`config.mk`:
```
export PLATFORM = sky130hd
export DESIGN_NAME = lipc_top
export DESIGN_NICKNAME = d
export VERILOG_FILES = /design/src/lipc_pkg.sv /design/src/lipc_sync.sv /design/src/lipc_top.sv
export SDC_FILE = /design/constraint.sdc
export NUM_CORES = 1
export LEC_CHECK = 0
export ABC_AREA = 1
export BUFFER_PORTS_ARGS = -buffer_cell sky130_fd_sc_hd__buf_2
export CAP_MARGIN = 25
export CORE_MARGIN = 2
export CORE_UTILIZATION = 46
export CTS_CLUSTER_SIZE = 12
export DETAILED_ROUTE_END_ITERATION = 12
export PLACE_DENSITY_LB_ADDON = 0.15
export SKIP_CTS_REPAIR_TIMING = 1
export SYNTH_ARGS = -nofsm -noshare
export SYNTH_HDL_FRONTEND = slang
export SYNTH_SLANG_ARGS = --single-unit
```
`constraint.sdc`:
```
create_clock -name ref_clk_i -period 10.67 [get_ports ref_clk_i]
set_input_delay 2.134 -clock ref_clk_i [delete_from_list [all_inputs] [get_ports ref_clk_i]]
set_output_delay 2.134 -clock ref_clk_i [all_outputs]
set_load 0.05 [all_outputs]
```
`src/lipc_pkg.sv`:
```
// Operation
// - Sixteen-bit mask inverts matching input pairs.
// - Enable source: align A, align B, low, high.
// - Bit 3 reverses received word bit order.
// - Bit 2 exchanges the A and B paths.
// - Bit 1 selects folded or interleaved samples.
// - Bit 0 selects falling or rising capture edge.
// - Writing one to bit 7 resets crossing.
// - I select: pass, gated by enable, constant.
// - Q select: pass, gated by enable, constant.
// - Mode field selects times two, four, eight.
// - I constant held as low, high bytes.
// - Q constant held as low, high bytes.
package lipc_pkg;

  // ----------------------------------------------------------------
  // Widths
  // ----------------------------------------------------------------
  localparam int unsigned LIPC_WORD_W = 16;
  localparam int unsigned LIPC_ADDR_W = 5;
  localparam int unsigned LIPC_SYNC_W = 2 * LIPC_WORD_W + 3;

  // ----------------------------------------------------------------
  // Register offsets
  // ----------------------------------------------------------------
  localparam logic [4:0] LIPC_OFS_INV_LO = 5'h08;
  localparam logic [4:0] LIPC_OFS_INV_HI = 5'h09;
  localparam logic [4:0] LIPC_OFS_CTL = 5'h0A;
  localparam logic [4:0] LIPC_OFS_MISC = 5'h0B;
  localparam logic [4:0] LIPC_OFS_ICONST_LO = 5'h0C;
  localparam logic [4:0] LIPC_OFS_ICONST_HI = 5'h0D;
  localparam logic [4:0] LIPC_OFS_QCONST_LO = 5'h0E;
  localparam logic [4:0] LIPC_OFS_QCONST_HI = 5'h0F;

  // ----------------------------------------------------------------
  // Reset values
  // ----------------------------------------------------------------
  localparam logic [7:0] LIPC_RST_INV = 8'h00;
  localparam logic [7:0] LIPC_RST_CTL = 8'h00;
  localparam logic [7:0] LIPC_RST_MISC = 8'h00;
  localparam logic [7:0] LIPC_RST_CONST_LO = 8'h00;
  localparam logic [7:0] LIPC_RST_ICONST_HI = 8'h00;
  localparam logic [7:0] LIPC_RST_QCONST_HI = 8'h80;

  // ----------------------------------------------------------------
  // Field positions
  // ----------------------------------------------------------------
  localparam int unsigned LIPC_CTL_PARITY = 7;
  localparam int unsigned LIPC_CTL_DESCR = 6;
  localparam int unsigned LIPC_CTL_ENSRC = 4;
  localparam int unsigned LIPC_CTL_REVERSE = 3;
  localparam int unsigned LIPC_CTL_SWAP = 2;
  localparam int unsigned LIPC_CTL_IQ = 1;
  localparam int unsigned LIPC_CTL_EDGE = 0;
  localparam int unsigned LIPC_MISC_SRST = 7;
  localparam int unsigned LIPC_MISC_ISEL = 4;
  localparam int unsigned LIPC_MISC_QSEL = 2;
  localparam int unsigned LIPC_MISC_MODE = 0;

  // ----------------------------------------------------------------
  // Field codes
  // ----------------------------------------------------------------
  localparam logic [1:0] LIPC_EN_ALIGN_A = 2'h0;
  localparam logic [1:0] LIPC_EN_ALIGN_B = 2'h1;
  localparam logic [1:0] LIPC_EN_HIGH = 2'h3;
  localparam logic [1:0] LIPC_SEL_PASS = 2'h0;
  localparam logic [1:0] LIPC_SEL_GATED = 2'h1;
  localparam logic [1:0] LIPC_MODE_X2 = 2'h0;
  localparam logic [1:0] LIPC_MODE_X4 = 2'h1;

  // Last count of the rate divider for each ratio.
  localparam logic [2:0] LIPC_DIV_X2_LAST = 3'h1;
  localparam logic [2:0] LIPC_DIV_X4_LAST = 3'h3;
  localparam logic [2:0] LIPC_DIV_X8_LAST = 3'h7;
  localparam logic [2:0] LIPC_DIV_ZERO = 3'h0;

endpackage

```
`src/lipc_sync.sv`:
```
`timescale 1ns/1ps
module lipc_sync #(
  parameter int unsigned W = 1
) (
  // Clock and reset
  input wire logic ref_clk_i,
  input wire logic rst_i,
  // Asynchronous levels in, synchronised levels out
  input wire logic [W-1:0] async_i,
  output logic [W-1:0] sync_o
);

  logic [W-1:0] meta_q;
  logic [W-1:0] sync_q;

  // The first stage feeds only the second stage.
  always_ff @(posedge ref_clk_i or posedge rst_i) begin
    if (rst_i) begin
      meta_q <= '0;
      sync_q <= '0;
    end else begin
      meta_q <= async_i;
      sync_q <= meta_q;
    end
  end

  assign sync_o = sync_q;

endmodule // lipc_sync

```
`src/lipc_top.sv`:
```
`timescale 1ns/1ps
module lipc_top (
  // Clock and reset
  input wire logic ref_clk_i,
  input wire logic rst_i,
  // Register port
  input wire logic [lipc_pkg::LIPC_ADDR_W-1:0] reg_addr_i,
  input wire logic reg_wr_i,
  input wire logic reg_rd_i,
  input wire logic [7:0] reg_wdata_i,
  output logic [7:0] reg_rdata_o,
  // Link from the data source
  input wire logic input_link_clock_i,
  input wire logic [lipc_pkg::LIPC_WORD_W-1:0] input_data_pairs_a_i,
  input wire logic [lipc_pkg::LIPC_WORD_W-1:0] input_data_pairs_b_i,
  input wire logic align_a_i,
  input wire logic align_b_i,
  // Samples towards processing
  output logic [lipc_pkg::LIPC_WORD_W-1:0] i_sample_o,
  output logic [lipc_pkg::LIPC_WORD_W-1:0] q_sample_o,
  output logic sample_strobe_o,
  output logic data_enable_o,
  // Enables for checking and descrambling logic
  output logic parity_check_enable_o,
  output logic descramble_enable_o
);
  import lipc_pkg::*;

  // ----------------------------------------------------------------
  // Declarations
  // ----------------------------------------------------------------
  logic [LIPC_SYNC_W-1:0] sync_w;
  logic link_clk_s;
  logic align_a_s;
  logic align_b_s;
  logic [LIPC_WORD_W-1:0] pairs_a_s;
  logic [LIPC_WORD_W-1:0] pairs_b_s;
  logic link_clk_prev_q;
  logic link_rise;
  logic link_fall;
  logic capture;

  logic [7:0] inv_lo_q;
  logic [7:0] inv_hi_q;
  logic [7:0] ctl_q;
  logic [6:0] misc_q;
  logic [7:0] iconst_lo_q;
  logic [7:0] iconst_hi_q;
  logic [7:0] qconst_lo_q;
  logic [7:0] qconst_hi_q;
  logic [7:0] rdata_q;
  logic [7:0] rd_mux;

  logic wr_inv_lo;
  logic wr_inv_hi;
  logic wr_ctl;
  logic wr_misc;
  logic wr_iconst_lo;
  logic wr_iconst_hi;
  logic wr_qconst_lo;
  logic wr_qconst_hi;
  logic srst_d;
  logic srst_q;

  logic [LIPC_WORD_W-1:0] pair_mask;
  logic [LIPC_WORD_W-1:0] a_pol;
  logic [LIPC_WORD_W-1:0] b_pol;
  logic [LIPC_WORD_W-1:0] a_sw;
  logic [LIPC_WORD_W-1:0] b_sw;
  logic [LIPC_WORD_W-1:0] a_word;
  logic [LIPC_WORD_W-1:0] b_word;
  logic [1:0] en_src;
  logic [1:0] i_sel;
  logic [1:0] q_sel;
  logic [1:0] mode;
  logic data_en;
  logic iq_interleaved;
  logic phase_q;

  logic [LIPC_WORD_W-1:0] cap_i_q;
  logic [LIPC_WORD_W-1:0] cap_q_q;
  logic [LIPC_WORD_W-1:0] cross_i_q;
  logic [LIPC_WORD_W-1:0] cross_q_q;
  logic [LIPC_WORD_W-1:0] i_const;
  logic [LIPC_WORD_W-1:0] q_const;
  logic [LIPC_WORD_W-1:0] i_next;
  logic [LIPC_WORD_W-1:0] q_next;
  logic [LIPC_WORD_W-1:0] i_sample_q;
  logic [LIPC_WORD_W-1:0] q_sample_q;
  logic [2:0] div_q;
  logic [2:0] div_last;
  logic div_wrap;
  logic strobe_q;
  logic data_en_q;

  // ----------------------------------------------------------------
  // Pin synchronisers
  // ----------------------------------------------------------------
  // Data, alignment and link clock share one synchroniser so they stay
  // aligned to each other; the link clock is slow enough for this.
  lipc_sync #(
    .W(LIPC_SYNC_W)
  ) u_sync (
    .ref_clk_i(ref_clk_i),
    .rst_i(rst_i),
    .async_i({input_link_clock_i, align_a_i, align_b_i,
              input_data_pairs_a_i, input_data_pairs_b_i}),
    .sync_o(sync_w)
  );

  assign link_clk_s = sync_w[LIPC_SYNC_W-1];
  assign align_a_s = sync_w[LIPC_SYNC_W-2];
  assign align_b_s = sync_w[LIPC_SYNC_W-3];
  assign pairs_a_s = sync_w[2*LIPC_WORD_W-1:LIPC_WORD_W];
  assign pairs_b_s = sync_w[LIPC_WORD_W-1:0];

  always_ff @(posedge ref_clk_i or posedge rst_i) begin
    if (rst_i) begin
      link_clk_prev_q <= 1'b0;
    end else begin
      link_clk_prev_q <= link_clk_s;
    end
  end

  assign link_rise = link_clk_s & ~link_clk_prev_q;
  assign link_fall = ~link_clk_s & link_clk_prev_q;
  assign capture = ctl_q[LIPC_CTL_EDGE] ? link_rise : link_fall;

  // ----------------------------------------------------------------
  // Register writes
  // ----------------------------------------------------------------
  assign wr_inv_lo = reg_wr_i && (reg_addr_i == LIPC_OFS_INV_LO);
  assign wr_inv_hi = reg_wr_i && (reg_addr_i == LIPC_OFS_INV_HI);
  assign wr_ctl = reg_wr_i && (reg_addr_i == LIPC_OFS_CTL);
  assign wr_misc = reg_wr_i && (reg_addr_i == LIPC_OFS_MISC);
  assign wr_iconst_lo = reg_wr_i && (reg_addr_i == LIPC_OFS_ICONST_LO);
  assign wr_iconst_hi = reg_wr_i && (reg_addr_i == LIPC_OFS_ICONST_HI);
  assign wr_qconst_lo = reg_wr_i && (reg_addr_i == LIPC_OFS_QCONST_LO);
  assign wr_qconst_hi = reg_wr_i && (reg_addr_i == LIPC_OFS_QCONST_HI);

  always_ff @(posedge ref_clk_i or posedge rst_i) begin
    if (rst_i) begin
      inv_lo_q <= LIPC_RST_INV;
      inv_hi_q <= LIPC_RST_INV;
    end else begin
      if (wr_inv_lo) inv_lo_q <= reg_wdata_i;
      if (wr_inv_hi) inv_hi_q <= reg_wdata_i;
    end
  end

  always_ff @(posedge ref_clk_i or posedge rst_i) begin
    if (rst_i) begin
      ctl_q <= LIPC_RST_CTL;
    end else if (wr_ctl) begin
      ctl_q <= reg_wdata_i;
    end
  end

  // The reset bit is not stored: it acts only on the write that sets it.
  assign srst_d = wr_misc && reg_wdata_i[LIPC_MISC_SRST];

  always_ff @(posedge ref_clk_i or posedge rst_i) begin
    if (rst_i) begin
      misc_q <= LIPC_RST_MISC[6:0];
      srst_q <= 1'b0;
    end else begin
      if (wr_misc) misc_q <= reg_wdata_i[6:0];
      srst_q <= srst_d;
    end
  end

  always_ff @(posedge ref_clk_i or posedge rst_i) begin
    if (rst_i) begin
      iconst_lo_q <= LIPC_RST_CONST_LO;
      iconst_hi_q <= LIPC_RST_ICONST_HI;
    end else begin
      if (wr_iconst_lo) iconst_lo_q <= reg_wdata_i;
      if (wr_iconst_hi) iconst_hi_q <= reg_wdata_i;
    end
  end

  always_ff @(posedge ref_clk_i or posedge rst_i) begin
    if (rst_i) begin
      qconst_lo_q <= LIPC_RST_CONST_LO;
      qconst_hi_q <= LIPC_RST_QCONST_HI;
    end else begin
      if (wr_qconst_lo) qconst_lo_q <= reg_wdata_i;
      if (wr_qconst_hi) qconst_hi_q <= reg_wdata_i;
    end
  end

  // ----------------------------------------------------------------
  // Register reads
  // ----------------------------------------------------------------
  assign rd_mux =
    (reg_addr_i == LIPC_OFS_INV_LO) ? inv_lo_q :
    (reg_addr_i == LIPC_OFS_INV_HI) ? inv_hi_q :
    (reg_addr_i == LIPC_OFS_CTL) ? ctl_q :
    (reg_addr_i == LIPC_OFS_MISC) ? {1'b0, misc_q} :
    (reg_addr_i == LIPC_OFS_ICONST_LO) ? iconst_lo_q :
    (reg_addr_i == LIPC_OFS_ICONST_HI) ? iconst_hi_q :
    (reg_addr_i == LIPC_OFS_QCONST_LO) ? qconst_lo_q :
    (reg_addr_i == LIPC_OFS_QCONST_HI) ? qconst_hi_q : 8'h00;

  always_ff @(posedge ref_clk_i or posedge rst_i) begin
    if (rst_i) begin
      rdata_q <= 8'h00;
    end else if (reg_rd_i) begin
      rdata_q <= rd_mux;
    end
  end

  assign reg_rdata_o = rdata_q;

  // ----------------------------------------------------------------
  // Input steering
  // ----------------------------------------------------------------
  assign pair_mask = {inv_hi_q, inv_lo_q};
  assign a_pol = pairs_a_s ^ pair_mask;
  assign b_pol = pairs_b_s ^ pair_mask;
  assign a_sw = ctl_q[LIPC_CTL_SWAP] ? b_pol : a_pol;
  assign b_sw = ctl_q[LIPC_CTL_SWAP] ? a_pol : b_pol;
  assign a_word = ctl_q[LIPC_CTL_REVERSE] ? {<<{a_sw}} : a_sw;
  assign b_word = ctl_q[LIPC_CTL_REVERSE] ? {<<{b_sw}} : b_sw;
  assign iq_interleaved = ctl_q[LIPC_CTL_IQ];

  assign en_src = ctl_q[LIPC_CTL_ENSRC+1:LIPC_CTL_ENSRC];
  assign data_en = (en_src == LIPC_EN_ALIGN_A) ? align_a_s :
                   (en_src == LIPC_EN_ALIGN_B) ? align_b_s :
                   (en_src == LIPC_EN_HIGH);

  assign parity_check_enable_o = ctl_q[LIPC_CTL_PARITY];
  assign descramble_enable_o = ctl_q[LIPC_CTL_DESCR];

  // ----------------------------------------------------------------
  // Capture
  // ----------------------------------------------------------------
  // Interleaved words arrive I first; the phase restarts whenever the
  // enable drops, so a source can realign without a software reset.
  always_ff @(posedge ref_clk_i or posedge rst_i) begin
    if (rst_i) begin
      phase_q <= 1'b0;
    end else if (srst_q || !data_en || !iq_interleaved) begin
      phase_q <= 1'b0;
    end else if (capture) begin
      phase_q <= ~phase_q;
    end
  end

  always_ff @(posedge ref_clk_i or posedge rst_i) begin
    if (rst_i) begin
      cap_i_q <= '0;
    end else if (srst_q) begin
      cap_i_q <= '0;
    end else if (capture && !(iq_interleaved && phase_q)) begin
      cap_i_q <= a_word;
    end
  end

  always_ff @(posedge ref_clk_i or posedge rst_i) begin
    if (rst_i) begin
      cap_q_q <= '0;
    end else if (srst_q) begin
      cap_q_q <= '0;
    end else if (capture && (!iq_interleaved || phase_q)) begin
      cap_q_q <= iq_interleaved ? a_word : b_word;
    end
  end

  // ----------------------------------------------------------------
  // Crossing stage
  // ----------------------------------------------------------------
  // The unused mode code runs as times eight rather than stalling.
  assign mode = misc_q[LIPC_MISC_MODE+1:LIPC_MISC_MODE];
  assign div_last = (mode == LIPC_MODE_X2) ? LIPC_DIV_X2_LAST :
                    (mode == LIPC_MODE_X4) ? LIPC_DIV_X4_LAST :
                    LIPC_DIV_X8_LAST;
  assign div_wrap = (div_q >= div_last);

  always_ff @(posedge ref_clk_i or posedge rst_i) begin
    if (rst_i) begin
      div_q <= LIPC_DIV_ZERO;
      strobe_q <= 1'b0;
    end else if (srst_q) begin
      div_q <= LIPC_DIV_ZERO;
      strobe_q <= 1'b0;
    end else begin
      div_q <= div_wrap ? LIPC_DIV_ZERO : div_q + 3'h1;
      strobe_q <= div_wrap;
    end
  end

  always_ff @(posedge ref_clk_i or posedge rst_i) begin
    if (rst_i) begin
      cross_i_q <= '0;
      cross_q_q <= '0;
    end else if (srst_q) begin
      cross_i_q <= '0;
      cross_q_q <= '0;
    end else if (div_wrap) begin
      cross_i_q <= cap_i_q;
      cross_q_q <= cap_q_q;
    end
  end

  // ----------------------------------------------------------------
  // Output selection
  // ----------------------------------------------------------------
  assign i_sel = misc_q[LIPC_MISC_ISEL+1:LIPC_MISC_ISEL];
  assign q_sel = misc_q[LIPC_MISC_QSEL+1:LIPC_MISC_QSEL];
  assign i_const = {iconst_hi_q, iconst_lo_q};
  assign q_const = {qconst_hi_q, qconst_lo_q};
  assign i_next = (i_sel == LIPC_SEL_PASS) ? cross_i_q :
                  (i_sel == LIPC_SEL_GATED && data_en) ? cross_i_q : i_const;
  assign q_next = (q_sel == LIPC_SEL_PASS) ? cross_q_q :
                  (q_sel == LIPC_SEL_GATED && data_en) ? cross_q_q : q_const;

  always_ff @(posedge ref_clk_i or posedge rst_i) begin
    if (rst_i) begin
      i_sample_q <= '0;
      q_sample_q <= '0;
      data_en_q <= 1'b0;
    end else begin
      i_sample_q <= i_next;
      q_sample_q <= q_next;
      data_en_q <= data_en;
    end
  end

  assign i_sample_o = i_sample_q;
  assign q_sample_o = q_sample_q;
  assign sample_strobe_o = strobe_q;
  assign data_enable_o = data_en_q;
endmodule // lipc_top

```
==> results of run 1 <==
[routing by layer]
metal / GRT usage (%) / routed length, um
met1: 31.24 / 10780
met4: 6.355 / 552
met2: 35.38 / 11250
met5: 0 / 0
met3: 2.711 / 1234
[area by class of cell]
| class | instances | share of cell area (%) |
|---|---|---|
| Sequential cell | 245 | 53.92 |
| Multi-Input combinational cell | 663 | 28.68 |
| Clock buffer | 37 | 6.447 |
| Timing Repair Buffer | 99 | 4.620 |
| Inverter | 91 | 3.080 |
| Tap cell | 275 | 3.025 |
| Clock inverter | 4 | 0.2310 |
[registers in the layout, indices dropped and copies added (netlist names), 16 cells and up]
| signal | flops |
|---|---|
| u_sync.meta_q | 35 |
| cap_i_q | 16 |
| q_sample_o | 16 |
| cross_i_q | 16 |
| i_sample_o | 16 |
| cap_q_q | 16 |
| cross_q_q | 16 |
| u_sync.sync_o | 35 |
[worst paths after layout]
check                                            start                           to  slack [ns]  depth (start not counted)
min reg2reg                u_sync.meta_q[18]$_DFF_PP0_  u_sync.sync_o[18]$_DFF_PP0_        0.35                          0
min in group asynchronous                        rst_i  u_sync.meta_q[34]$_DFF_PP0_        1.71                          2
min                        u_sync.meta_q[18]$_DFF_PP0_  u_sync.sync_o[18]$_DFF_PP0_        0.35                          0
max in group asynchronous                        rst_i       cap_q_q[6]$_DFFE_PP0P_        7.51                          3
max                               ctl_q[6]$_DFFE_PP0P_          descramble_enable_o        7.37                          1
max reg2reg                       ctl_q[1]$_DFFE_PP0P_       cap_i_q[4]$_DFFE_PP0P_        8.05                          4
[layout by cell type, fill, tap and decap left out, types with 3 or more instances in the layout]
cell	synthesis	layout
nand2_1	277	277
inv_1	86	85
o21ai_1	19	19
or2_2	16	16
nand2_4	4	4
nor2_4	6	6
buf_4	2	3
dfrtp_1	244	244
nand2_2	5	5
o21ai_0	134	134
nor2_1	23	23
xor2_1	16	16
nand3_1	83	83
a21oi_1	10	10
inv_2	3	3
clkbuf_16	0	27
xnor2_1	17	17
ha_1	3	3
clkinv_2	1	3
nand4_1	7	7
o22ai_1	32	32
buf_2	16	95
clkbuf_1	15	8
[kinds of logic (layout without fill, tap and decap cells)]
kind of cell               Yosys count  count (layout)  synth area share (%)
xor gates and xnor gates            33              33                 2.896
buffers and inverters              133             231                 5.856
adders and majority gates            3               3                0.3762
AOI/OAI and AO/OA                  201             201                 10.70
and+or+nand+nor                    426             426                 18.72
DFF                                245             245                 61.45
[per-stage QoR]
step	power [uW]	instance area [sq um]	std cells	hold slack, ns	setup WS, ns
floorplan	1906	9978	1041	0.3312	1.808
global placement	2136	10590	1372	0.3338	6.933
detailed placement	2172	10610	1373	0.3347	6.925
CTS	2992	11370	1414	0.3471	7.345
global route	3151	11370	1414	0.3494	7.260
finish	2961	11370	1414	0.3463	7.366
[report_power, final]
| part | internal [uW] | switching (uW) | total, uW |
|---|---|---|---|
| Sequential | 1160 | 120 | 1280 |
| Clock | 473 | 336 | 809 |
| Combinational | 248 | 628 | 875 |
==> metrics.md, run 1 <==
| Metric | Value |
|---|---|
| I/O pin count | 96 |
| Crit Path Category | flop to output pin |
| Final core utilization | roughly 54% |
| Crit path cell chain | buf_2 |
| Library cells used by synthesis | 35 |
| Data arrival time of the critical path | approximately 1.2 ns |
| Core Footprint | between 20000 and 25000 sq um |
| Initial core utilization | 47.17% |
| Hold Path Class | flop to flop |
| Yosys reg bits | around 250 |
| Vias per Instance | about 5 |
| Post-synthesis sequential area ratio | 61.45% |
| # DRC | 0 |
| EDFF count, synth | 0 |
| Mean Syn Cell Area | approximately 9.6 sq um |
| Area delta synth->final | 13.98% |
| Tmin final | approximately 3.3 ns |
| Multi-input gate area | between 3000 and 4000 sq um |
| Worst vdd rail ir drop | roughly 150 uV |
| Gr ovfl total | 0 |
| Vias | about 7000 |
| Gr usage total | between 20% and 30% |
| Layout cell share with drive strength beyond 1 | between 10% and 20% |
| Die width | roughly 150 um |
| Top cell type by total area after synthesis | dfrtp_1 |
| HPWL after DPL | between 15000 and 20000 um |
| Syn_nets | about 1100 |
| Max Fclk | a little over 300 MHz |
| Detailed Route WL | roughly 24000 um |
| Worst-margin pin slew | approximately 0.86 ns |
| Post-synth ARST share | between 90% and 100% |
| CP Buf/Inv Count | 1 |
| Final Max Slew Viols | 0 |
| Final Skew | around 0.018 ns |
| Largest net degree at the start of global routing | ~110 |
| Drt initial violations | between 500 and 600 |
| Synth warn | 0 |
| Final setup fails | 0 |
| Startpoint class of the critical path | flop |
| Synthesized area | roughly 10000 sq um |
| Slowest stage delay, CP | approximately 0.37 ns |
| Most common cell in the netlist | nand2_1 |
| First-pass GRT wire length | between 30000 and 40000 um |
| Vias in the first global route | between 6000 and 7000 |
| Synth top area share | between 60% and 70% |
| Worst EP required | 8.54 ns |
| Main area contributors after synthesis | dfrtp_1, nand2_1, o21ai_0, nand3_1, inv_1 |
| Routed Antenna Nets | 0 |
| First-pass DRT Iterations | 5 |
| Post-synth top cells | nand2_1, dfrtp_1, o21ai_0 |
| Outcome | completed |
| Clk sink count | 245 |
| Max-cap violations | 0 |
| WL per Instance | approximately 17 um |
| Placement Rows | 53 |
| Port Buf Inserts | between 90 and 100 |
| Initial antenna violation count | 0 |
| CTS Buf Count | 26 |
| Max stage delay cell, worst path | dfrtp_1 |
| Die outline height | between 150 and 200 um |
| Final hold viol count | 0 |
| Fin Setup TNS | 0 ns |
| Die Footprint | ~23000 sq um |
| Worst Setup End Kind | output pin |
| Clk buf depth | 3 |
| RSZ-0062 raised after global routing | no |
| P_leak | 0.005570 uW |
| Cells after synthesis | 1041 |
| Rel. slew slack | 42.71% |
| # fillers | 1944 |
| CTS root buf | clkbuf_16 |
| Clock latency on the worst-skew pair | roughly 0.52 ns |
| Final period util | a little over 30% |
| Pwr dens | approximately 260 nW/um^2 |
| Worst-path clk slew | roughly 0.06 ns |
| Critical path's top delay family | flip-flops |
| H-Tree Depth | 1 |
| Seq. cell area | just over 6000 sq um |
| CTS tree | yes |
| Top FF cell, synth | dfrtp_1 |
| # diodes | 0 |
| Worst-path fanout max | 3 |
| Layout Nets | between 1000 and 1500 |
| GP Congestion | between 0.8 and 0.9 |
Power figures use the tool's default switching activity.
==> run 2, diff against run 1 <==
==> constraint.sdc (replaced) <==
create_clock -name ref_clk_i -period 2.75 [get_ports ref_clk_i]
set_input_delay 0.55 -clock ref_clk_i [delete_from_list [all_inputs] [get_ports ref_clk_i]]
set_output_delay 0.55 -clock ref_clk_i [all_outputs]
set_load 0.05 [all_outputs]
==> metrics.md, run 2 (same netlist as run 1, synthesis figures left out) <==
| Metric | Value |
|---|---|
| Drt initial violations | approximately 540 |
| RSZ-0062 raised after global routing | no |
| Commonest non-fill, non-tap cell in the layout | nand2_1 |
| Initial antenna violation count | 0 |
| Routed Antenna Nets | 0 |
| Core Footprint | about 21000 sq um |
| Pwr dens | 1009 nW/um^2 |
| H-Tree Depth | 1 |
| Clk sink count | roughly 250 |
| Power Total | about 12000 uW |
| Final core utilization | between 50% and 60% |
| Worst Setup End Kind | flop |
| Largest net degree at the start of global routing | between 70 and 80 |
| Most frequent cells in the layout | nand2_1, dfrtp_1, o21ai_0, buf_2, inv_1 |
| Vias per Instance | about 5 |
| # DRC | 0 |
| GP Congestion | 0.8312 |
| Hold Path Class | primary input to asynchronous set/reset pin |
| CTS Buf Count | 26 |
| Rel. slew slack | between 40 and 50% |
| Initial core utilization | between 40% and 50% |
| Final instance area | ~11000 sq um |
| Data arrival time of the critical path | ~2.7 ns |
| Port Buf Inserts | 95 |
| Worst-margin pin slew | around 0.86 ns |
| P_leak | around 0.0056 uW |
| Fin Setup TNS | 0 ns |
| Clock latency on the worst-skew pair | about 0.52 ns |
| # diodes | 0 |
| Die Footprint | roughly 23000 sq um |
| Layout cell share with drive strength beyond 1 | 16.19% |
| Worst vdd rail ir drop | 553.8 uV |
| Startpoint class of the critical path | flop |
| Final setup fails | 0 |
| I/O pin count | 96 |
| Vias in the first global route | between 6000 and 7000 |
| Vias | ~7300 |
| Crit Path Category | flop to flop |
| Placement Rows | between 50 and 60 |
| Worst-path fanout max | 18 |
| Gr ovfl total | 0 |
| HPWL after DPL | about 17000 um |
| Detailed Route WL | approximately 24000 um |
| Gr usage total | 21.91% |
| WL per Instance | 17.00 um |
| Final Max Slew Viols | 0 |
| Final hold viol count | 0 |
| Final Skew | between 0.008 and 0.009 ns |
| First-pass DRT Iterations | 5 |
| CTS root buf | clkbuf_16 |
| Max-cap violations | 0 |
| Outcome | completed |
| Die outline height | roughly 150 um |
| Tmin final | about 2.2 ns |
| First-pass GRT wire length | 37780 um |
| CTS tree | yes |
| Die width | ~150 um |
| Worst-path clk slew | ~0.060 ns |
| FF-to-FF setup slack | between 0.5 and 0.6 ns |
| Area delta synth->final | 15.05% |
| Final period util | around four fifths |
| Max Fclk | 451.3 MHz |
| Fin Hold WS | about 0.10 ns |
| Worst EP required | 3.18 ns |
| Clk buf depth | 3 |
| Placed inst area | 10690 sq um |
| Layout Nets | 1188 |
run 2: cell types whose count changed in the layout (fill, tap and decap cells not counted), sizes merged:
| cell | previous run | this run |
|---|---|---|
| buf | 99 | 106 |
| clkbuf | 37 | 40 |
| inv | 90 | 88 |
| clkinv | 4 | 5 |
| clkinvlp | 1 | 2 |
run 2: worst max-delay path, cell delays in order (launching register included):
cell     delay [ns]
dfrtp_1        0.38
nor2_1         0.07
ha_1           0.28
nand3_1        0.07
nand2_1        0.07
inv_1          0.05
nor2_2         0.51
inv_1          0.45
o22ai_1        0.23
run 2: final cells by class:
cell class / instances / area (sq um)
clock inverters: 4 / 22.52
repair buffers: 106 / 608.1
fillers: 1917 / 9674
clock buffers: 40 / 764.5
well taps: 275 / 344.1
multi-input cells: 663 / 3262
flip-flops and latches: 245 / 6132
inverters: 91 / 346.6
run 2: path summary, 6_finish.rpt:
path | end | start | cells past startpoint
worst max-delay path | cross_i_q[12]$_DFFE_PP0P_ | misc_q[0]$_DFFE_PP0P_ | 8
worst min-delay path | reg_rdata_o[0]$_DFFE_PP0P_ | rst_i | 2
worst max register to register | cross_i_q[12]$_DFFE_PP0P_ | misc_q[0]$_DFFE_PP0P_ | 8
worst min register to register | u_sync.sync_o[15]$_DFF_PP0_ | u_sync.meta_q[15]$_DFF_PP0_ | 0
max in group asynchronous | u_sync.meta_q[22]$_DFF_PP0_ | rst_i | 3
min in group ref_clk_i | u_sync.meta_q[0]$_DFF_PP0_ | input_data_pairs_b_i[0] | 1
run 2: layer usage:
| layer | up-vias | track usage, % | wire length [um] |
|---|---|---|---|
| met5 | - | 0 | 0 |
| met4 | 0 | 6.262 | 536 |
| met2 | 190 | 35.63 | 11570 |
| met1 | 3494 | 30.99 | 10920 |
| li1 | 3570 | - | - |
| met3 | 30 | 2.982 | 1179 |
run 2: metrics by stage:
step | std cells | setup slack, ns
floorplan | 1041 | -1.017
global placement | 1380 | 0.6564
CTS | 1424 | 0.5446
detailed placement | 1380 | 0.5515
global route | 1424 | 0.2696
finish | 1424 | 0.5341
run 2: power breakdown:
group / internal [uW] / leakage (uW) / switching [uW]
clock network: 1890 / 0.000384 / 1350
registers: 4490 / 0.00305 / 437
logic: 942 / 0.00219 / 2480
total: 7320 / 0.00562 / 4260
==> run 3, diff against run 2 <==
==> constraint.sdc (replaced) <==
create_clock -name ref_clk_i -period 2 [get_ports ref_clk_i]
set_input_delay 0.4 -clock ref_clk_i [delete_from_list [all_inputs] [get_ports ref_clk_i]]
set_output_delay 0.4 -clock ref_clk_i [all_outputs]
set_load 0.05 [all_outputs]
==> metrics.md, run 3 (same netlist as run 1, synthesis figures left out) <==
| Metric | Value |
|---|---|
| Outcome | completed |
| Hold Path End | reg_rdata_o[7]$_DFFE_PP0P_ |
| Final non-filler cell total | between 1000 and 1500 |
| Initial antenna violation count | 0 |
| Most used cell, CP | inv_1 |
| # DRC | 0 |
| M2 GR Usage | roughly a third |
| Final Max Slew Viols | 0 |
| HPWL after DPL | around 17000 um |
| CTS Buf Count | 26 |
| Gr usage total | a little over a fifth |
| WL per Instance | approximately 17 um |
| Hold Path Class | primary input to flop |
| Met3 usage | under 10% |
| Max stage delay cell, worst path | dfrtp_1 |
| Worst-margin pin slew | 0.6053 ns |
| Clk buf depth | 3 |
| P_leak | 0.005881 uW |
| Final hold viol count | 0 |
| CTS tree | yes |
| GP Congestion | approximately 0.86 |
| Clock latency on the worst-skew pair | ~0.52 ns |
| Pwr dens | between 1000 and 1500 nW/um^2 |
| Die width | between 150 and 200 um |
| RSZ-0062 raised after global routing | no |
| Final Skew | 0.007023 ns |
| Layout Nets | ~1200 |
| Gr ovfl total | 0 |
| Worst Setup End Kind | flop |
| Drt initial violations | between 600 and 700 |
| I/O pin count | 96 |
| Vias in the first global route | ~6900 |
| Placement Rows | 53 |
| Crit path cell chain | inv_1, ha_1, nand3_1, nand2_1, inv_1, nor2_4, inv_1, buf_4, o22ai_1 |
| Worst EP required | approximately 2.4 ns |
| Detailed Route WL | around 25000 um |
| Startpoint class of the critical path | flop |
| Port Buf Inserts | 95 |
| FF-to-FF setup slack | between 0.15 and 0.2 ns |
| Area delta synth->final | 20.76% |
| CP Buf/Inv Count | 4 |
| Core Footprint | ~21000 sq um |
| Layout cell share with drive strength beyond 1 | around 16% |
| Commonest non-fill, non-tap cell in the layout | nand2_1 |
| Most frequent cells in the layout | nand2_1, dfrtp_1, o21ai_0, buf_2, inv_1 |
| Final setup fails | 0 |
| Worst vdd rail ir drop | 712.8 uV |
| Largest net degree at the start of global routing | 81 |
| # diodes | 0 |
| RR Endpoint | cross_i_q[15]$_DFFE_PP0P_ |
| Hold Path Depth | 5 |
| Slowest stage delay, CP | approximately 0.37 ns |
| Critical path's top delay family | simple AND/OR/NAND/NOR gates |
| Clk sink count | around 250 |
| Vias per Instance | 5.053 |
| Max-cap violations | 0 |
| Initial core utilization | between 40% and 50% |
| Worst-path fanout max | 18 |
| Worst-path clk slew | 0.06 ns |
| Worst reg2reg path depth | 9 |
| Die outline height | 151.3 um |
| Min-delay src | reg_rd_i |
| Die Footprint | between 20000 and 25000 sq um |
| Max Fclk | 549.3 MHz |
| Gr busiest metal | met2 |
| Placed cells | 1389 |
| Final core utilization | a little under three fifths |
| Crit Path Category | flop to flop |
| First-pass GRT wire length | 37890 um |
| H-Tree Depth | 1 |
| Routed Antenna Nets | 0 |
| Tmin final | between 1.5 and 2 ns |
| Data arrival time of the critical path | around 2.3 ns |
| Vias | 7428 |
| Grt met1 use | 30.91% |
| Final period util | between 90% and 100% |
| Reg2reg start | misc_q[1]$_DFFE_PP0P_ |
| Rel. slew slack | between 50 and 60% |
| First-pass DRT Iterations | 7 |
| CTS root buf | clkbuf_16 |
## run 3: report_power, final
group / total (uW) / internal (uW) / leakage, uW / switching (uW)
registers: 6780 / 6170 / 0.00305 / 613
clock network: 4870 / 3030 / 0.000428 / 1840
logic: 4910 / 1470 / 0.00240 / 3440
total: 16600 / 10700 / 0.00588 / 5890
## run 3: worst max path at each step
stage / cells past startpoint / from / to
3_3_place_gp: 9 / misc_q[1]$_DFFE_PP0P_ / cross_i_q[14]$_DFFE_PP0P_
4_1_cts: 9 / misc_q[1]$_DFFE_PP0P_ / cross_i_q[15]$_DFFE_PP0P_
3_5_place_dp: 9 / misc_q[1]$_DFFE_PP0P_ / cross_i_q[4]$_DFFE_PP0P_
6_report: 9 / misc_q[1]$_DFFE_PP0P_ / cross_i_q[15]$_DFFE_PP0P_
2_1_floorplan: 1 / rst_i / cap_i_q[0]$_DFFE_PP0P_
5_1_grt: 9 / misc_q[1]$_DFFE_PP0P_ / cross_i_q[14]$_DFFE_PP0P_
## run 3: metal layers
metal  share of wire, %  wire, um  up-vias
li1                   -         -     3648
met1                 44     10900     3524
met2                 48     11810      212
met3                5.1      1264       44
met4                3.1       771        0
met5                  0         0        -
## run 3: area by class of cell
| class | instances | area [sq um] |
|---|---|---|
| tap | 275 | 344.1 |
| inverter | 91 | 346.6 |
| clock inverter | 5 | 100.1 |
| multi-input combinational | 663 | 3267 |
| clock buffer | 40 | 774.5 |
| fill | 1855 | 9104 |
| sequential | 245 | 6132 |
| timing repair buffer | 151 | 1086 |
## run 3: worst min-delay path, delay by kind of cell
kind                   cells  cell delay (ns)
AOI/OAI and AO/OA          1             0.09
buffers and inverters      2             0.19
and+or+nand+nor            2             0.09
## run 3: per-stage QoR
| step | TNS, ns | worst slack (ns) | area, sq um | total power (uW) | hold WS, ns |
|---|---|---|---|---|---|
| global route | 0 | 0.05938 | 12050 | 17510 | 0.2998 |
| floorplan | -395.31 | -1.617 | 9982 | 10170 | 0.3312 |
| finish | 0 | 0.1794 | 12050 | 16560 | 0.2899 |
| CTS | -0.4075 | -0.05306 | 11690 | 16620 | -0.05273 |
| detailed placement | -0.2220 | -0.03559 | 10810 | 11710 | 0.3347 |
| global placement | -0.4881 | -0.03317 | 10810 | 11610 | 0.3337 |
